==> config.mk <==
export PLATFORM = sky130hd
export DESIGN_NAME = lsar_regs
export DESIGN_NICKNAME = d
export VERILOG_FILES = /design/src/lsar_pkg.sv /design/src/lsar_regs.sv
export SDC_FILE = /design/constraint.sdc
export NUM_CORES = 1
export LEC_CHECK = 0
export BUFFER_PORTS_ARGS = -buffer_cell sky130_fd_sc_hd__buf_2
export CORE_UTILIZATION = 51
export CTS_CLUSTER_DIAMETER = 150
export DETAILED_ROUTE_END_ITERATION = 7
export GPL_ROUTABILITY_DRIVEN = 0
export PLACE_DENSITY = 0.71
export SLEW_MARGIN = 20
export SYNTH_ARGS = -nofsm -noshare
export SYNTH_HDL_FRONTEND = slang
export SYNTH_SLANG_ARGS = --single-unit
export TNS_END_PERCENT = 30
==> constraint.sdc <==
create_clock -name SYS_CLK -period 5.8 [get_ports SYS_CLK]
set_input_delay 1.16 -clock SYS_CLK [delete_from_list [all_inputs] [get_ports SYS_CLK]]
set_output_delay 1.16 -clock SYS_CLK [all_outputs]
set_load 0.005 [all_outputs]
==> src/lsar_pkg.sv <==
// Package: offsets, field positions and reset values of the link status and alias registers
package lsar_pkg;
  // ********************
  // Register offsets
  // ********************
  localparam logic [7:0] OFF_TARGET = 8'h07;
  localparam logic [7:0] OFF_ALIAS = 8'h08;
  localparam logic [7:0] OFF_CRC_LOW = 8'h0a;
  localparam logic [7:0] OFF_CRC_HIGH = 8'h0b;
  localparam logic [7:0] OFF_STATUS = 8'h0c;
  // ********************
  // Status field positions
  // ********************
  localparam int BIT_LINK_DETECT = 0;
  localparam int BIT_NORMAL_CRC = 1;
  localparam int BIT_VIDEO_CLOCK = 2;
  localparam int BIT_SELFTEST_CRC = 3;
  localparam int BIT_LINK_LOST = 4;
  // ********************
  // Reset values and counter limit
  // ********************
  localparam logic [6:0] RST_ADDR7 = 7'h00;
  localparam logic [15:0] RST_COUNT = 16'h0000;
  localparam logic [7:0] RST_RDATA = 8'h00;
  localparam logic [15:0] COUNT_MAX = 16'hffff;
endpackage : lsar_pkg

==> src/lsar_regs.sv <==
// Module: per-port alias remap and link health status registers
// Notes on behaviour
// - Target address in 0x07 bits 7:1 remaps
// - Alias in 0x08 bits 7:1 selects target
// - Zero target or alias blocks remote access
// - Sixteen bit CRC counter read at 0x0A/0x0B
// - CRC error reset clears the counter
// - Sticky link lost until CRC reset
// - Selftest CRC flag, cleared by loss/restart/reset
// - Status bit 2 shows video clock present
// - Normal CRC flag, cleared by loss/reset
// - Status bit 0 shows link detected
// - Port select steers per-port registers
`timescale 1ns/1ns
module lsar_regs #(
  parameter int PORTS = 2
) (
  input wire logic SYS_CLK,
  input wire logic NRST,
  input wire logic SECOND_PORT_SELECT,
  input wire logic CRC_ERROR_RESET,
  input wire logic REG_WR,
  input wire logic REG_RD,
  input wire logic [7:0] REG_ADDR,
  input wire logic [7:0] REG_WDATA,
  output logic [7:0] REG_RDATA,
  input wire logic [PORTS-1:0] LINK_DETECT,
  input wire logic [PORTS-1:0] BACK_CRC_ERROR,
  input wire logic [PORTS-1:0] SELFTEST_ACTIVE,
  input wire logic [PORTS-1:0] SELFTEST_RESTART,
  input wire logic VIDEO_CLOCK_PRESENT,
  input wire logic REQ_VALID,
  input wire logic REQ_PORT,
  input wire logic [6:0] REQ_ADDR,
  output logic FWD_VALID,
  output logic FWD_HIT,
  output logic [6:0] FWD_ADDR
);
  // ********************
  // Pin synchronisers
  // ********************
  logic [PORTS-1:0] link_meta, link_sync, crc_meta, crc_sync;
  logic [PORTS-1:0] st_meta, st_sync, rs_meta, rs_sync;
  logic vclk_meta, vclk_sync;
  always_ff @(posedge SYS_CLK) begin
    if (!NRST) begin
      link_meta <= '0;
      link_sync <= '0;
      crc_meta <= '0;
      crc_sync <= '0;
      st_meta <= '0;
      st_sync <= '0;
      rs_meta <= '0;
      rs_sync <= '0;
      vclk_meta <= 1'b0;
      vclk_sync <= 1'b0;
    end else begin
      link_meta <= LINK_DETECT;
      link_sync <= link_meta;
      crc_meta <= BACK_CRC_ERROR;
      crc_sync <= crc_meta;
      st_meta <= SELFTEST_ACTIVE;
      st_sync <= st_meta;
      rs_meta <= SELFTEST_RESTART;
      rs_sync <= rs_meta;
      vclk_meta <= VIDEO_CLOCK_PRESENT;
      vclk_sync <= vclk_meta;
    end
  end

  // ********************
  // Per-port state
  // ********************
  logic [6:0] target [PORTS];
  logic [6:0] alias_addr [PORTS];
  logic [15:0] crc_count [PORTS];
  logic [PORTS-1:0] link_prev, link_lost, st_flag, nrm_flag;
  logic sel;
  assign sel = SECOND_PORT_SELECT;

  genvar p;
  generate
    for (p = 0; p < PORTS; p++) begin : g_port
      logic loss;
      logic crc_ev;
      logic mine;
      assign loss = link_prev[p] && !link_sync[p];
      assign crc_ev = crc_sync[p] && link_sync[p];
      assign mine = (p == 1) ? sel : !sel;
      always_ff @(posedge SYS_CLK) begin
        if (!NRST) begin
          target[p] <= lsar_pkg::RST_ADDR7;
        end else if (REG_WR && mine && REG_ADDR == lsar_pkg::OFF_TARGET) begin
          target[p] <= REG_WDATA[7:1];
        end
      end
      always_ff @(posedge SYS_CLK) begin
        if (!NRST) begin
          alias_addr[p] <= lsar_pkg::RST_ADDR7;
        end else if (REG_WR && mine && REG_ADDR == lsar_pkg::OFF_ALIAS) begin
          alias_addr[p] <= REG_WDATA[7:1];
        end
      end
      always_ff @(posedge SYS_CLK) begin
        if (!NRST || CRC_ERROR_RESET) begin
          crc_count[p] <= lsar_pkg::RST_COUNT;
        end else if (crc_ev && crc_count[p] != lsar_pkg::COUNT_MAX) begin
          crc_count[p] <= crc_count[p] + 16'h0001;
        end
      end
      always_ff @(posedge SYS_CLK) begin
        if (!NRST) begin
          link_prev[p] <= 1'b0;
          link_lost[p] <= 1'b0;
        end else begin
          link_prev[p] <= link_sync[p];
          if (loss) begin
            link_lost[p] <= 1'b1;
          end else if (CRC_ERROR_RESET) begin
            link_lost[p] <= 1'b0;
          end
        end
      end
      always_ff @(posedge SYS_CLK) begin
        if (!NRST) begin
          st_flag[p] <= 1'b0;
        end else if (crc_ev && st_sync[p]) begin
          st_flag[p] <= 1'b1;
        end else if (loss || rs_sync[p] || CRC_ERROR_RESET) begin
          st_flag[p] <= 1'b0;
        end
      end
      always_ff @(posedge SYS_CLK) begin
        if (!NRST) begin
          nrm_flag[p] <= 1'b0;
        end else if (crc_ev && !st_sync[p]) begin
          nrm_flag[p] <= 1'b1;
        end else if (loss || CRC_ERROR_RESET) begin
          nrm_flag[p] <= 1'b0;
        end
      end
    end
  endgenerate

  // ********************
  // Register read
  // ********************
  logic [7:0] next_rdata;
  logic sp;
  always_comb begin
    sp = sel && (PORTS > 1);
    next_rdata = lsar_pkg::RST_RDATA;
    if (REG_ADDR == lsar_pkg::OFF_TARGET) begin
      next_rdata = {target[sp], 1'b0};
    end else if (REG_ADDR == lsar_pkg::OFF_ALIAS) begin
      next_rdata = {alias_addr[sp], 1'b0};
    end else if (REG_ADDR == lsar_pkg::OFF_CRC_LOW) begin
      next_rdata = crc_count[sp][7:0];
    end else if (REG_ADDR == lsar_pkg::OFF_CRC_HIGH) begin
      next_rdata = crc_count[sp][15:8];
    end else if (REG_ADDR == lsar_pkg::OFF_STATUS) begin
      next_rdata[lsar_pkg::BIT_VIDEO_CLOCK] = vclk_sync;
      next_rdata[lsar_pkg::BIT_LINK_DETECT] = link_sync[sp];
      next_rdata[lsar_pkg::BIT_NORMAL_CRC] = nrm_flag[sp];
      next_rdata[lsar_pkg::BIT_SELFTEST_CRC] = st_flag[sp];
      next_rdata[lsar_pkg::BIT_LINK_LOST] = link_lost[sp];
    end
  end
  always_ff @(posedge SYS_CLK) begin
    if (!NRST) begin
      REG_RDATA <= lsar_pkg::RST_RDATA;
    end else if (REG_RD) begin
      REG_RDATA <= next_rdata;
    end
  end

  // ********************
  // Alias remap
  // ********************
  logic rp;
  logic hit;
  always_comb begin
    rp = REQ_PORT && (PORTS > 1);
    hit = (target[rp] != 7'h00) && (alias_addr[rp] != 7'h00) && (REQ_ADDR == alias_addr[rp]);
  end
  always_ff @(posedge SYS_CLK) begin
    if (!NRST) begin
      FWD_VALID <= 1'b0;
      FWD_HIT <= 1'b0;
      FWD_ADDR <= lsar_pkg::RST_ADDR7;
    end else begin
      FWD_VALID <= REQ_VALID;
      FWD_HIT <= REQ_VALID && hit;
      FWD_ADDR <= hit ? target[rp] : REQ_ADDR;
    end
  end
endmodule : lsar_regs

**Word level (Yosys, flattened, before mapping)**

Memories as Yosys holds them, arrays and structs flattened.
Index checks and enable logic that the tools add are counted.

- Register bits after elaboration: 43
- Memory bits (writable): 60
- Input bits: 40
- Word-level logic and storage cells: 135
- Memories: 3

Memories:

| name | depth | bits a word | rd ports | clocked after memory_dff | wr ports | RTL line | RTL |
|---|---|---|---|---|---|---|---|
| crc_count | 2 | 16 | 3 | 0 | 2 | lsar_regs.sv:76 | `logic [15:0] crc_count [PORTS];` |
| alias_addr | 2 | 7 | 2 | 0 | 2 | lsar_regs.sv:75 | `logic [6:0] alias_addr [PORTS];` |
| target | 2 | 7 | 2 | 0 | 2 | lsar_regs.sv:74 | `logic [6:0] target [PORTS];` |

- $add $sub $neg: 2
- $lt $le $gt $ge: 1
- Eq/ne operators: 8
- Mux-type cells: 53
- Bitwise gates (word level): 6
- Reductions and logical operators: 40

Operator list:

| kind | count |
|---|---|
| $mux W1 | 40 |
| $mux W7 | 5 |
| $add A16 B1 Y16 const B | 2 |
| $eq A8 B4 Y1 const B | 4 |
| $mux W16 | 2 |
| $ne A16 B16 Y1 const B | 2 |
| $mux W8 | 3 |
| $logic_and A1 B1 Y1 | 19 |
| $reduce_bool A7 Y1 | 2 |
| $reduce_bool A2 Y1 | 6 |
| $mux W5 | 2 |
| $eq A8 B3 Y1 const B | 1 |
| $eq A7 B7 Y1 | 1 |
| $logic_or A1 B1 Y1 | 7 |
| $logic_not A1 Y1 | 6 |
| $or A1 B1 Y1 | 6 |
| $mux W3 | 1 |
| $lt A1 B2 Y1 const B | 1 |

**Depth between registers and ports, before layout**

- Depth after elaboration: 7
- Depth in mapped cells: 8

**Worst setup path after synthesis**

No wires, ideal clock.

- Path kind: input to register
- Start: input REG_ADDR[5]
- End: memory target[0][0], enable pin
- Setup time: 0.368 ns
- Data arrival time: 2.697 ns
- Required time: 5.432 ns
- Path slack: 2.735 ns
- Cell stages on the path: 5
- Cells stage by stage: or4_1 > or2_1 > clkbuf_1 > clkbuf_1 > o21ai_1

RTL lines:

| item | RTL line | RTL |
|---|---|---|
| from (decl) | lsar_regs.sv:24 | `input wire logic [7:0] REG_ADDR,` |
| to (decl) | lsar_regs.sv:74 |  |

**Final worst setup path**

- Start: input REQ_PORT
- End: register FWD_ADDR[2]

- Longest elaborated chain between the ends: 5
- Elaborated cells between the ends (all ways): 8
- Classes of those cells: 1 x eq/ne; 1 x mux; 4 x reduce/logical; 2 x memory

Ends and longest elaborated chain:

| item | RTL line | RTL |
|---|---|---|
| from (decl) | lsar_regs.sv:33 | `input wire logic REQ_PORT,` |
| $mem_v2 Z2 W7, on equally long branches | - |  |
| $reduce_bool A7 Y1 | lsar_regs.sv:184 | `hit = (target[rp] != 7'h00) && (alias_addr[rp] != 7'h00) && (REQ_ADDR == alias_addr[rp]);` |
| $logic_and A1 B1 Y1 (2 in a row) | lsar_regs.sv:184 |  |
| $mux W7 (*) | lsar_regs.sv:194 | `FWD_ADDR <= hit ? target[rp] : REQ_ADDR;` |
| to (signal assigned) | lsar_regs.sv:190 | `FWD_ADDR <= lsar_pkg::RST_ADDR7;` |
| to (signal assigned) | lsar_regs.sv:194 |  |
| to (decl) | lsar_regs.sv:37 | `output logic [6:0] FWD_ADDR` |

Every way passes the cells marked *; elsewhere a longest branch is shown, timed or not.
A chain may end at the register's enable or synchronous reset.

==> metrics.md <==
| Metric | Value |
|---|---|
| Final Max Tran Viols | `0` |
| Die ar. | `10300 um2` |
| Setup Crit Path Kind | `input port to flip-flop` |
| CP max-delay cell | `nor4_4` |
| Hold Path Origin | `crc_meta[0]` |
| Post-Synthesis Cells | `462` |
| Slew headroom | `38.9%` |
| Reg clk slew, reported paths | `100 ps` |
| Post-cts gate resize count | `0` |
| Layout cells sized above 1 | `16.5%` |
| Syn nets | `504` |
| WHS Path Cells | `1` |
| Synthesis warning total | `0` |
| DRC violation count after routing | `0` |
| DIE WIDTH | `101 um` |
| FF/Latch Area | `2660 um2` |
| Vias in the first global route | `3433` |
| Crit path cell chain | `buf_2, mux2i_1, xor2_1, nand4_1, nor4_4, a21oi_1, a311oi_2` |
| Synth Cell Area | `5040 um2` |
| Mux contribution to synthesized area | `10.3%` |
| Outcome | `finished clean` |
| Die height | `101 um` |
| CTS root buf | `clkbuf_8` |
| Critical path depth in cells | `7` |
| Max FO, Critical Path | `16` |
| Yosys top cell by area | `edfxtp_1` |
| Compound-Gate Fraction of Synth Area | `7.40%` |
| Final setup fails | `0` |
| Worst setup EP type | `flip-flop` |
| Clock skew after layout | `18.8 ps` |
| Largest net degree at the start of global routing | `34` |
| Largest cells by area after synthesis | `edfxtp_1, dfxtp_1, mux2i_1` |
| Worst r2r src | `crc_count[0][0]` |
| Simple-gate area share of the yosys netlist | `20.4%` |
| Number of synthesized register bits | `103` |
| Layout Nets | `551` |
| Total grt overflow | `0` |
| Synth Area in XOR/XNOR | `6.08%` |
| Total global-route track usage | `22.6%` |
| Post-detail-place hpwl | `7990 um` |
| CP Data Arrival Time | `3290 ps` |
| Number of synthesized flops with an enable pin | `60` |
| Final period util | `51.7%` |
| Area occupied by multi-input gates | `2250 um2` |
| R2R Path End | `crc_count[0][5]` |
| Core area | `9420 um2` |
| Post-layout total power | `1410 uW` |
| Hold worst-path end | `crc_sync[0]` |
| H-tree depth | `3` |
| Post-CTS Hold Buffers | `0` |
| Post-DRT Antenna Nets | `0` |
| Worst VDD drop | `0.0943 mV` |
| Maxcap violations | `0` |
| FFs w/ async S/R, synth | `0%` |
| Synthesized-area fraction occupied by adder cells | `0.496%` |
| Yosys top cell area share | `35.7%` |
| Unrepaired setup endpoints after global routing | `false` |
| Post-synth top flop | `edfxtp_1` |
| CP delay by family, top | `simple AND/OR/NAND/NOR gates` |
| Crit path time final | `3000 ps` |
| DR WL/cell | `17.0 um` |
| Final-report hold violation count | `0` |
| Initial drt markers | `206` |
| Area grow syn2layout | `10.8%` |
| Final setup TNS | `0 ps` |
| Fin Hold WS | `436 ps` |
| Min-Delay Path Class | `flip-flop to flip-flop` |
| Detailed Routing Iterations Pass 1 | `5` |
| Setup Buffers After CTS | `0` |
| Total wire length | `10900 um` |
| WP buf/inv | `1` |
| Most numerous cell in the Yosys netlist | `edfxtp_1` |
| Initial core utilization | `53.5%` |
| CTS Buf Count | `9` |
| Core Rows | `35` |
| Crit path required time | `6090 ps` |
| First-pass GRT wire length | `17300 um` |
| Antenna violations before repair | `0` |
| Fill cells | `797` |
| Crit-path max cell delay | `710 ps` |
| Worst r2r path cells | `5` |
| Sequential share of the synthesized area | `52.8%` |
| Leakage | `0.00211 uW` |
| P per Cell Area | `252 nW/um2` |
| Buffers on Ports | `55` |
| Startpoint class of the critical path | `input port` |
| CTS Sinks | `103` |
| Skew-Pair Late Insertion Delay | `380 ps` |
| Antenna fix cells | `0` |
| R2R setup slack | `3270 ps` |
| Worst slew pin tran | `917 ps` |
| Most instantiated cells after synthesis | `edfxtp_1, nor2_1, and2_1, dfxtp_1, mux2i_1` |
| Main combinational cell family by area after synthesis | `simple AND/OR/NAND/NOR gates` |
| Synth Area per Inst | `10.9 um2` |
| Fmax | `333 MHz` |
| CTS tree | `yes` |
| IO Pins | `57` |
| Vias/cell | `5.68` |
| Via count | `3654` |
| Bufs on Longest Clock Path | `2` |
| Synth cell types | `47` |
-- report_power, final --
part / switching (uW) / internal, uW
logic: 64.3 / 51.6
registers: 28.6 / 803
clock network: 255 / 205
total: 348 / 1060
-- layout by cell type (no fill, tap or decap), types with 2 or more instances in the layout --
cell,n
dfxtp_1,43
nand2b_1,9
inv_6,2
buf_2,55
and4_1,2
o21ai_0,3
nor3_1,5
a2bb2oi_1,2
o31ai_1,2
clkbuf_8,9
mux2_2,4
mux4_2,5
nand3_1,17
o211ai_1,2
and2_1,49
o2111ai_1,2
xor2_1,21
edfxtp_1,60
o22ai_1,6
mux2i_1,36
a311oi_1,5
nand2_1,24
inv_1,6
or4_1,3
a311oi_2,2
xnor2_1,14
nor4_1,5
nor2_1,53
and3_1,9
nand4b_1,2
o21ai_1,4
ha_1,2
a22o_1,4
nand3b_1,2
a21oi_1,21
nand4_1,9
-- metal layers --
layer  vias up  track usage [%]  share of wire, %
li1       1763                -                 -
met1      1734             32.1                48
met2       136             34.5                44
met3        21             3.86               5.9
met4         0             9.03               2.1
met5         -                0                 0
-- how the worst max path moves through the flow --
stage	start	to	slack (ps)
detailed placement	REQ_PORT	FWD_ADDR[5]	2420
global route	NRST	crc_count[1][1]	2610
global placement	REQ_PORT	FWD_ADDR[5]	2480
CTS	REQ_PORT	FWD_ADDR[4]	2810
finish	REQ_PORT	FWD_ADDR[2]	2800
floorplan	REG_ADDR[5]	target[0][0]	2740
-- final cells by class --
type / count / area share [%]
Inverter: 7 / 0.470
Multi-Input combinational cell: 332 / 40.3
Clock inverter: 7 / 1.41
Sequential cell: 103 / 47.6
Clock buffer: 9 / 2.22
Timing Repair Buffer: 56 / 5.06
Tap cell: 129 / 2.89
-- sequential cells by signal, indices dropped and copies added (netlist names), 7 cells and up --
signal      flops
REG_RDATA       8
FWD_ADDR        7
crc_count      32
target         14
alias_addr     14
-- logic make-up (layout without fill, tap and decap cells) --
family          count (synthesis)  after routing
simple gates                  194            194
flops                         103            103
compound gates                 56             56
mux                            45             45
xor+xnor                       35             35
buf+inv                        27             79
fa+ha+maj                       2              2
-- through the flow --
stage,worst slack [ps],cells,util (%),cell area (um2)
2_1_floorplan,2740,462,-,5040
3_3_place_gp,2480,627,57.2,5390
3_5_place_dp,2420,627,57.2,5390
4_1_cts,2810,643,59.3,5590
5_1_grt,2610,643,59.3,5590
6_report,2800,643,59.3,5590
(Power assumes the default switching activity.)
